===== src/rtl/xdec_pkg.sv =====
package xdec_pkg;

    // Widths
    localparam int ADDR_W = 12;
    localparam int DATA_W = 8;
    localparam int WORD_W = 16;
    localparam int PC_W   = 21;
    localparam int REG_AW = 8;
    localparam int REG_DW = 32;

    // Register byte offsets
    localparam logic [REG_AW-1:0] REG_CTRL   = 8'h00;
    localparam logic [REG_AW-1:0] REG_BANK   = 8'h04;
    localparam logic [REG_AW-1:0] REG_PTR0   = 8'h08;
    localparam logic [REG_AW-1:0] REG_PTR1   = 8'h0c;
    localparam logic [REG_AW-1:0] REG_PTR2   = 8'h10;
    localparam logic [REG_AW-1:0] REG_STACK  = 8'h14;
    localparam logic [REG_AW-1:0] REG_STATUS = 8'h18;

    // Field positions and reset values
    localparam int                CTRL_EXT_BIT   = 0;
    localparam logic              CTRL_EXT_RESET = 1'b1;
    localparam logic [3:0]        BANK_RESET     = 4'h0;
    localparam logic [ADDR_W-1:0] PTR_RESET      = 12'h000;
    localparam logic [PC_W-1:0]   STACK_RESET    = 21'h000000;

    // Opcode fields
    localparam logic [8:0] OP_MOVE_FIRST  = 9'h1d7;
    localparam logic [3:0] OP_SECOND_WORD = 4'hf;
    localparam logic [7:0] OP_PUSH_LIT    = 8'hfa;
    localparam logic [7:0] OP_SUB_PTR     = 8'he9;
    localparam logic [1:0] SEL_RETURN     = 2'b11;
    localparam logic [1:0] SEL_FRAME      = 2'b10;

    // Data space map
    localparam logic [7:0]        OFFSET_LIMIT = 8'h5f;
    localparam logic [3:0]        SFR_BANK     = 4'hf;
    localparam logic [ADDR_W-1:0] INDIRECT_LO  = 12'hfe0;
    localparam logic [ADDR_W-1:0] INDIRECT_HI  = 12'hfef;

    typedef enum logic [2:0] {
        ST_IDLE    = 3'b000,
        ST_WORD2   = 3'b001,
        ST_READ    = 3'b010,
        ST_WRITE   = 3'b011,
        ST_RET_NOP = 3'b100
    } state_t;

    // Sum wraps at the data space width
    function automatic logic [ADDR_W-1:0] add_offset(input logic [ADDR_W-1:0] base,
                                                      input logic [7:0]        off);
        return base + {4'h0, off};
    endfunction

    function automatic logic is_indirect(input logic [ADDR_W-1:0] addr);
        return (addr >= INDIRECT_LO) && (addr <= INDIRECT_HI);
    endfunction

    function automatic logic [ADDR_W-1:0] ptr_pick(input logic [ADDR_W-1:0] p0,
                                                    input logic [ADDR_W-1:0] p1,
                                                    input logic [ADDR_W-1:0] p2,
                                                    input logic [1:0]        sel);
        case (sel)
            2'b00:   return p0;
            2'b01:   return p1;
            default: return p2;
        endcase
    endfunction

endpackage


===== src/rtl/pointer_file.sv =====
`timescale 1ns/1ns
module pointer_file (
    input  wire logic                       sys_clk,
    input  wire logic                       sys_rst,
    input  wire logic                       sw_we,
    input  wire logic [1:0]                 sw_sel,
    input  wire logic [xdec_pkg::ADDR_W-1:0] sw_data,
    input  wire logic                       hw_we,
    input  wire logic [1:0]                 hw_sel,
    input  wire logic [xdec_pkg::ADDR_W-1:0] hw_data,
    output logic      [xdec_pkg::ADDR_W-1:0] ptr0,
    output logic      [xdec_pkg::ADDR_W-1:0] ptr1,
    output logic      [xdec_pkg::ADDR_W-1:0] ptr2
);
    import xdec_pkg::*;

    logic [ADDR_W-1:0] ptr_q [3];

    // Instruction update wins over a same-cycle software write
    always_ff @(posedge sys_clk) begin
        if (sys_rst) begin
            for (int i = 0; i < 3; i++) begin
                ptr_q[i] <= PTR_RESET;
            end
        end else begin
            for (int i = 0; i < 3; i++) begin
                if (hw_we && hw_sel == 2'(i)) begin
                    ptr_q[i] <= hw_data;
                end else if (sw_we && sw_sel == 2'(i)) begin
                    ptr_q[i] <= sw_data;
                end
            end
        end
    end

    assign ptr0 = ptr_q[0];
    assign ptr1 = ptr_q[1];
    assign ptr2 = ptr_q[2];

endmodule


===== src/rtl/file_addr_resolve.sv =====
`timescale 1ns/1ns
module file_addr_resolve (
    input  wire logic                        ext_en,
    input  wire logic                        a_bit,
    input  wire logic [7:0]                  f_operand,
    input  wire logic [xdec_pkg::ADDR_W-1:0] frame_pointer,
    input  wire logic [3:0]                  bank_select,
    output logic      [xdec_pkg::ADDR_W-1:0] addr,
    output logic                             offset_mode
);
    import xdec_pkg::*;

    always_comb begin
        offset_mode = ext_en && !a_bit && (f_operand <= OFFSET_LIMIT);
        if (offset_mode) begin
            addr = add_offset(frame_pointer, f_operand);
        end else if (a_bit) begin
            addr = {bank_select, f_operand};
        end else if (f_operand <= OFFSET_LIMIT) begin
            addr = {4'h0, f_operand};
        end else begin
            addr = {SFR_BANK, f_operand};
        end
    end

endmodule


===== src/rtl/extended_stack_instruction_decode.sv =====
// Design decisions made here: the register offsets and the plain strobed port.
`timescale 1ns/1ns
// What this block does
// - Indexed move forms source and destination as frame pointer plus 7-bit offsets.
// - Move endpoints may be anywhere in the 4096-byte data space.
// - Move source on an indirect register reads as zero.
// - Move destination on an indirect register makes the move a no-op.
// - Push-literal writes its 8-bit immediate at the frame pointer address.
// - Push-literal then decrements the frame pointer by one.
// - Subtract-from-pointer is an 8-bit prefix, 2-bit select, 6-bit literal.
// - Subtract-from-pointer subtracts the literal from pointer 0, 1 or 2.
// - Select value 11 means subtract-and-return on the frame pointer.
// - Subtract-and-return then loads the program counter from stack top.
// - Subtract-and-return takes two cycles, the second doing nothing.
// - Extension on, a=0, operand up to 5Fh: offset from frame pointer.
// - Extension off: access bank for a=0, selected bank for a=1.
// - Reinterpretation applies to all byte and bit instructions with access bit.
// - Frame pointer zero gives the plain access bank addresses.
// - Destination bit keeps its meaning in offset mode.
// - Offset operands treat the access bit as zero.
// - Extension works only while its enable bit is one.
module extended_stack_instruction_decode (
    input  wire logic                        sys_clk,
    input  wire logic                        sys_rst,
    input  wire logic                        instr_valid,
    input  wire logic [xdec_pkg::WORD_W-1:0] instr_word,
    output logic                             instr_ready_q,
    input  wire logic [xdec_pkg::REG_AW-1:0] reg_addr,
    input  wire logic [xdec_pkg::REG_DW-1:0] reg_wdata,
    input  wire logic                        reg_wr,
    input  wire logic                        reg_rd,
    output logic      [xdec_pkg::REG_DW-1:0] reg_rdata_q,
    output logic                             mem_rd_en_q,
    output logic      [xdec_pkg::ADDR_W-1:0] mem_rd_addr_q,
    input  wire logic [xdec_pkg::DATA_W-1:0] mem_rdata,
    output logic                             mem_wr_en_q,
    output logic      [xdec_pkg::ADDR_W-1:0] mem_wr_addr_q,
    output logic      [xdec_pkg::DATA_W-1:0] mem_wdata_q,
    output logic                             pc_load_q,
    output logic      [xdec_pkg::PC_W-1:0]   pc_value_q,
    output logic                             eff_valid_q,
    output logic      [xdec_pkg::ADDR_W-1:0] eff_addr_q,
    output logic                             eff_offset_q,
    output logic                             eff_to_file_q
);
    import xdec_pkg::*;

    state_t            state_q;
    state_t            state_d;
    logic              ext_en_q;
    logic [3:0]        bank_q;
    logic [PC_W-1:0]   stack_top_q;
    logic [ADDR_W-1:0] indirect_pointer0;
    logic [ADDR_W-1:0] indirect_pointer1;
    logic [ADDR_W-1:0] frame_pointer;
    logic [ADDR_W-1:0] src_q;
    logic [ADDR_W-1:0] dst_q;
    logic              src_ind_q;
    logic              dst_ind_q;
    logic              take;
    logic              is_move1;
    logic              is_push_lit;
    logic              is_sub_ptr;
    logic              is_return;
    logic              is_access;
    logic              is_byte_op;
    logic [1:0]        sub_sel;
    logic [7:0]        sub_lit;
    logic [ADDR_W-1:0] sub_target;
    logic              hw_we;
    logic [1:0]        hw_sel;
    logic [ADDR_W-1:0] hw_data;
    logic              sw_ptr_we;
    logic [1:0]        sw_ptr_sel;
    logic [ADDR_W-1:0] res_addr;
    logic              res_offset;
    logic [ADDR_W-1:0] move_src;
    logic [ADDR_W-1:0] move_dst;

    // Only first words are decoded in idle; the word after a move's first is its second
    assign take       = instr_valid && instr_ready_q;
    assign is_move1    = ext_en_q && instr_word[15:7] == OP_MOVE_FIRST;
    assign is_push_lit = ext_en_q && instr_word[15:8] == OP_PUSH_LIT;
    assign is_sub_ptr  = ext_en_q && instr_word[15:8] == OP_SUB_PTR;
    assign sub_sel    = instr_word[7:6];
    assign sub_lit    = {2'b00, instr_word[5:0]};
    assign is_return  = is_sub_ptr && sub_sel == SEL_RETURN;
    assign is_byte_op = instr_word[15:10] == 6'b000001 || instr_word[15:9] == 7'b0000001
                        || (instr_word[15:12] >= 4'h1 && instr_word[15:12] <= 4'h6);
    assign is_access  = is_byte_op
                        || (instr_word[15:12] >= 4'h7 && instr_word[15:12] <= 4'hb);

    assign move_src   = add_offset(frame_pointer, {1'b0, instr_word[6:0]});
    assign move_dst   = add_offset(frame_pointer, {1'b0, instr_word[6:0]});
    assign sub_target = ptr_pick(indirect_pointer0, indirect_pointer1, frame_pointer,
                                 is_return ? SEL_FRAME : sub_sel);

    file_addr_resolve u_resolve (
        .ext_en        (ext_en_q),
        .a_bit         (instr_word[8]),
        .f_operand     (instr_word[7:0]),
        .frame_pointer (frame_pointer),
        .bank_select   (bank_q),
        .addr          (res_addr),
        .offset_mode   (res_offset)
    );

    // Pointer updates from instructions
    always_comb begin
        hw_we   = 1'b0;
        hw_sel  = SEL_FRAME;
        hw_data = frame_pointer;
        if (take && state_q == ST_IDLE) begin
            if (is_push_lit) begin
                hw_we   = 1'b1;
                hw_data = frame_pointer - 12'h001;
            end else if (is_sub_ptr) begin
                hw_we   = 1'b1;
                hw_sel  = is_return ? SEL_FRAME : sub_sel;
                hw_data = sub_target - {4'h0, sub_lit};
            end
        end
    end

    assign sw_ptr_we  = reg_wr && (reg_addr == REG_PTR0 || reg_addr == REG_PTR1
                                   || reg_addr == REG_PTR2);
    assign sw_ptr_sel = reg_addr[3:2] - 2'b10;

    pointer_file u_ptrs (
        .sys_clk (sys_clk),
        .sys_rst (sys_rst),
        .sw_we   (sw_ptr_we),
        .sw_sel  (sw_ptr_sel),
        .sw_data (reg_wdata[ADDR_W-1:0]),
        .hw_we   (hw_we),
        .hw_sel  (hw_sel),
        .hw_data (hw_data),
        .ptr0    (indirect_pointer0),
        .ptr1    (indirect_pointer1),
        .ptr2    (frame_pointer)
    );

    always_comb begin
        state_d = state_q;
        case (state_q)
            ST_IDLE: begin
                if (take && is_move1) begin
                    state_d = ST_WORD2;
                end else if (take && is_return) begin
                    state_d = ST_RET_NOP;
                end
            end
            ST_WORD2: begin
                if (take) begin
                    state_d = ST_READ;
                end
            end
            ST_READ:    state_d = ST_WRITE;
            ST_WRITE:   state_d = ST_IDLE;
            ST_RET_NOP: state_d = ST_IDLE;
            default:    state_d = ST_IDLE;
        endcase
    end

    always_ff @(posedge sys_clk) begin
        if (sys_rst) begin
            state_q       <= ST_IDLE;
            instr_ready_q <= 1'b0;
        end else begin
            state_q       <= state_d;
            instr_ready_q <= state_d == ST_IDLE || state_d == ST_WORD2;
        end
    end

    // Move addresses captured per word
    always_ff @(posedge sys_clk) begin
        if (sys_rst) begin
            src_q     <= PTR_RESET;
            dst_q     <= PTR_RESET;
            src_ind_q <= 1'b0;
            dst_ind_q <= 1'b0;
        end else if (take && state_q == ST_IDLE && is_move1) begin
            src_q     <= move_src;
            src_ind_q <= is_indirect(move_src);
        end else if (take && state_q == ST_WORD2) begin
            dst_q     <= move_dst;
            dst_ind_q <= is_indirect(move_dst);
        end
    end

    always_ff @(posedge sys_clk) begin
        if (sys_rst) begin
            mem_rd_en_q   <= 1'b0;
            mem_rd_addr_q <= PTR_RESET;
        end else begin
            mem_rd_en_q <= take && state_q == ST_WORD2 && !src_ind_q && !is_indirect(move_dst);
            if (take && state_q == ST_WORD2) begin
                mem_rd_addr_q <= src_q;
            end
        end
    end

    // Memory write path
    always_ff @(posedge sys_clk) begin
        if (sys_rst) begin
            mem_wr_en_q   <= 1'b0;
            mem_wr_addr_q <= PTR_RESET;
            mem_wdata_q   <= 8'h00;
        end else begin
            mem_wr_en_q <= 1'b0;
            if (take && state_q == ST_IDLE && is_push_lit) begin
                mem_wr_en_q   <= 1'b1;
                mem_wr_addr_q <= frame_pointer;
                mem_wdata_q   <= instr_word[7:0];
            end else if (state_q == ST_WRITE) begin
                mem_wr_en_q   <= !dst_ind_q;
                mem_wr_addr_q <= dst_q;
                mem_wdata_q   <= src_ind_q ? 8'h00 : mem_rdata;
            end
        end
    end

    // Return path
    always_ff @(posedge sys_clk) begin
        if (sys_rst) begin
            pc_load_q  <= 1'b0;
            pc_value_q <= STACK_RESET;
        end else begin
            pc_load_q <= take && state_q == ST_IDLE && is_return;
            if (take && state_q == ST_IDLE && is_return) begin
                pc_value_q <= stack_top_q;
            end
        end
    end

    // Resolved operand for standard byte and bit instructions
    always_ff @(posedge sys_clk) begin
        if (sys_rst) begin
            eff_valid_q   <= 1'b0;
            eff_addr_q    <= PTR_RESET;
            eff_offset_q  <= 1'b0;
            eff_to_file_q <= 1'b0;
        end else begin
            eff_valid_q <= take && state_q == ST_IDLE && is_access;
            if (take && state_q == ST_IDLE && is_access) begin
                eff_addr_q    <= res_addr;
                eff_offset_q  <= res_offset;
                eff_to_file_q <= is_byte_op ? instr_word[9] : 1'b1;
            end
        end
    end

    // Software registers
    always_ff @(posedge sys_clk) begin
        if (sys_rst) begin
            ext_en_q    <= CTRL_EXT_RESET;
            bank_q      <= BANK_RESET;
            stack_top_q <= STACK_RESET;
        end else if (reg_wr) begin
            if (reg_addr == REG_CTRL) begin
                ext_en_q <= reg_wdata[CTRL_EXT_BIT];
            end
            if (reg_addr == REG_BANK) begin
                bank_q <= reg_wdata[3:0];
            end
            if (reg_addr == REG_STACK) begin
                stack_top_q <= reg_wdata[PC_W-1:0];
            end
        end
    end

    // Read data one cycle after the strobe, zero when unmapped
    always_ff @(posedge sys_clk) begin
        if (sys_rst) begin
            reg_rdata_q <= 32'h00000000;
        end else if (reg_rd) begin
            case (reg_addr)
                REG_CTRL:   reg_rdata_q <= {31'h00000000, ext_en_q};
                REG_BANK:   reg_rdata_q <= {28'h0000000, bank_q};
                REG_PTR0:   reg_rdata_q <= {20'h00000, indirect_pointer0};
                REG_PTR1:   reg_rdata_q <= {20'h00000, indirect_pointer1};
                REG_PTR2:   reg_rdata_q <= {20'h00000, frame_pointer};
                REG_STACK:  reg_rdata_q <= {11'h000, stack_top_q};
                REG_STATUS: reg_rdata_q <= {28'h0000000, state_q, instr_ready_q};
                default:    reg_rdata_q <= 32'h00000000;
            endcase
        end else begin
            reg_rdata_q <= 32'h00000000;
        end
    end
endmodule


===== config.mk =====
export PLATFORM = sky130hd
export DESIGN_NAME = extended_stack_instruction_decode
export DESIGN_NICKNAME = d
export VERILOG_FILES = /design/src/rtl/xdec_pkg.sv /design/src/rtl/pointer_file.sv /design/src/rtl/file_addr_resolve.sv /design/src/rtl/extended_stack_instruction_decode.sv
export SDC_FILE = /design/constraint.sdc
export NUM_CORES = 1
export LEC_CHECK = 0
export BUFFER_PORTS_ARGS = -buffer_cell sky130_fd_sc_hd__buf_4
export CORE_MARGIN = 1
export CORE_UTILIZATION = 40
export DETAILED_ROUTE_END_ITERATION = 8
export GPL_TIMING_DRIVEN = 0
export RECOVER_POWER = 25
export SETUP_SLACK_MARGIN = 0.1
export SYNTH_ARGS = -nofsm -noshare
export SYNTH_HDL_FRONTEND = slang
export SYNTH_SLANG_ARGS = --single-unit

===== constraint.sdc =====
create_clock -name sys_clk -period 4.7 [get_ports sys_clk]
set_input_delay 0.705 -clock sys_clk [delete_from_list [all_inputs] [get_ports sys_clk]]
set_output_delay 0.705 -clock sys_clk [all_outputs]
set_load 0.02 [all_outputs]

==> reports/qor.txt <==
Cells after Synth: 1136
GR Overflow Total: 0
critical path fanouts, max: 10
CTS Hold Bufs: 0
largest net degree at the start of global routing: 19
final instance area: 11120 um2
largest stage delay on the critical path: 0.62 ns
share of the synthesized area in the top cell type: 31.85%
Seq cells post-synth: 184
Avg Inst Size Synth: 8.188 um2
Reg clk slew, reported paths: 0.07 ns
Comb power frac: 10.8%
total die area: 23870 um2
worst-path cell chain: buf_4 -> buf_2 -> buf_1 -> mux2i_1 -> o21ai_0 -> ha_1 -> nor2b_1 -> o31a_1 -> o31a_1 -> or4b_2 -> a31oi_1 -> or3_1 -> a21oi_1
Setup Fix Bufs, Post-CTS: 0
CTS tree: built
Seq. cell area: 4044 um2
footprint of the multi-input gates: 4793 um2
Clock Latency Late Sink: 0.44 ns
Net Switching: 951.9 uW
Top FF cell, synth: dfxtp_1
critical path's top delay family: compound AO/OA/AOI/OAI gates
vias in the first global route: 8281
Starting Density: 40.96%
dpl cell area: 10830 um2
1st-iter DRT viols: 753
worst min-delay path class: register to register
gr usage total: 26.58%
share of layout cells above drive strength 1: 11.38%
Total Wirelength: 31800 um
initial antenna violation count: 0
Seq pwr share: 47.7%
Root Buffer: clkbuf_16
Least-Margin Pin Slew: 0.9512 ns
# setup viols final: 0
Synth warnings: 0
Worst Path Required: 4.87 ns
htree depth: 4
ys async rst share: 0%
setup_tns: 0 ns
MaxCap Viol Count: 0
Top cell by count, worst path: o31a_1
WP buf/inv: 3
Final period util: 89.57%
mapped cell area: 9301 um2
Synth area leaders: dfxtp_1 32%, edfxtp_1 12%, nand2_1 9.2%, a21oi_1 7.0%, nor2_1 4.2%
number of flops mapped to enable cells by yosys: 36
remaining antenna violation count: 0
deepest clock path buffer count: 2
sequential fraction of the synthesis area: 43.48%
Final Hold Viols: 0
vias per cell: 5.550
number of port buffers: 149
Vias: 8947
CP Capture Type: register
Yosys top cell by area: dfxtp_1
die width: 154.5 um
r2r setup slk: 1.34 ns
crit path time final: 4.210 ns
WL/cell: 19.73 um
drt drc: 0
core area: 22710 um2
outcome: completed
Cell variety after synth: 70
max-slew violations: 0
Diodes inserted: 0
CP arrival: 4.38 ns
Final GP Congestion: 0.9262
worst vdd ir: 0.0002280 V
Final HPWL DP: 24230 um
Leak: 0.004077 uW
P per Cell Area: 309.9 nW/um2
Die Y: 154.5 um
# IOs: 173
relative slew slack: 36.06%
switching portion of total power: 27.64%
first-pass GRT wire length: 47840 um
PostCTS Resize Cnt: 1
clock share of power: 41.5%
fill cell count: 2347
Num CTS Buffers: 17
RSZ-0062 raised after global routing: false
Nets: 1400
WS Path Type: input port to register
Cell Int Power: 2492 uW
skew final: 0.01156 ns
Sinks on Clock Net: 184
DRT Pass-1 Iters: 7
Worst path slowest cell: or4b_2
FMAX: 237.5 MHz
P&R area growth vs syn: 19.51%
Rows: 55
crit path launch type: input port
[layout make-up]
type	count	share of cell area [%]
Buffer	96	3.883
Clock buffer	20	4.108
Clock inverter	12	1.159
Inverter	18	0.6078
Multi-Input combinational cell	847	43.12
Sequential cell	184	36.38
Tap cell	285	3.208
Timing Repair Buffer	150	7.530
[power by group through the flow]
stage	logic (uW)	registers (uW)	clock network [uW]
finish	373	1640	1430
global route	401	1640	1500
CTS	370	1640	1430
detailed placement	369	1680	0
global placement	367	1680	0
floorplan	206	1680	0
[worst register-to-register path: stages, from the launching register on]
cell      delay (ns)
edfxtp_1        0.39
clkbuf_1        0.51
nand2_1         0.09
o21ai_0         0.10
ha_1            0.28
o21a_1          0.12
o31a_1          0.15
o31a_1          0.30
or4b_2          0.62
a31oi_1         0.30
or3_1           0.18
a21oi_1         0.06
[sequential cells by signal, summed over array words and instances (netlist names), 21 cells and up]
register / flops
pc_value_q: 21
reg_rdata_q: 21
stack_top_q: 21
u_ptrs.ptr_q: 36
[routing by layer]
| metal | part of all wire [%] | track usage, % | vias up |
|---|---|---|---|
| met3 | 4.9 | 3.783 | 56 |
| met2 | 48 | 44.06 | 273 |
| met4 | 2.9 | 10.89 | 0 |
| met5 | 0 | 0 | - |
| met1 | 45 | 34.75 | 4260 |
| li1 | - | - | 4358 |
[path summary, 6_finish.rpt]
kind	start	cells past startpoint	endpoint
worst max-delay path	instr_word[6]	13	u_ptrs.ptr_q[0][9]$_SDFFCE_PN0P_
worst min-delay path	dst_ind_q$_SDFFE_PP0P_	2	dst_ind_q$_SDFFE_PP0P_
worst min register to register	dst_ind_q$_SDFFE_PP0P_	2	dst_ind_q$_SDFFE_PP0P_
worst max register to register	u_ptrs.ptr_q[2][3]$_DFFE_PP_	11	u_ptrs.ptr_q[0][9]$_SDFFCE_PN0P_
[cell usage in the layout (no fill, tap or decap), types with 11 or more instances in the layout]
cell type | netlist | layout
nor3_1 | 24 | 24
a21oi_1 | 130 | 130
inv_1 | 18 | 18
buf_2 | 13 | 13
conb_1 | 1 | 11
clkbuf_16 | 0 | 17
buf_1 | 11 | 11
nor3b_1 | 11 | 11
a211oi_1 | 38 | 38
nand3_1 | 31 | 31
edfxtp_1 | 36 | 36
o21ai_0 | 44 | 43
nor2_1 | 103 | 103
nand2_1 | 227 | 227
xnor2_1 | 12 | 12
mux2i_1 | 37 | 37
clkbuf_1 | 59 | 136
dfxtp_1 | 148 | 148
buf_4 | 12 | 83
ha_1 | 15 | 15
and2_1 | 11 | 11
[cell usage after synthesis (12+ instances only)]
master    count
a211oi_1     38
a21oi_1     130
buf_2        13
buf_4        12
clkbuf_1     59
dfxtp_1     148
edfxtp_1     36
ha_1         15
inv_1        18
mux2i_1      37
nand2_1     227
nand3_1      31
nor2_1      103
nor3_1       24
o21ai_0      44
xnor2_1      12
[stage by stage]
step / cells / hold slack, ns / total power (uW) / setup slack, ns / util (%)
6_report: 1612 / 0.4484 / 3444 / 0.4902 / 48.95
5_1_grt: 1612 / 0.4667 / 3542 / 0.3489 / 48.95
4_1_cts: 1613 / 0.4479 / 3445 / 0.3273 / 50.25
3_5_place_dp: 1581 / 0.4385 / 2046 / -0.2911 / 47.67
3_3_place_gp: 1580 / 0.4373 / 2045 / -0.2681 / 47.62
2_1_floorplan: 1146 / 0.4272 / 1886 / 0.8363 / -
[cells by family after synthesis]
group | synth area share [%]
buffers and inverters | 5.394
AOI/OAI and AO/OA | 19.40
and+or+nand+nor | 23.63
DFF | 43.48
other | 0.04032
adders and majority gates | 2.448
xor gates and xnor gates | 1.507
muxes | 4.103
No activity file was read; power rests on OpenSTA's default activity.
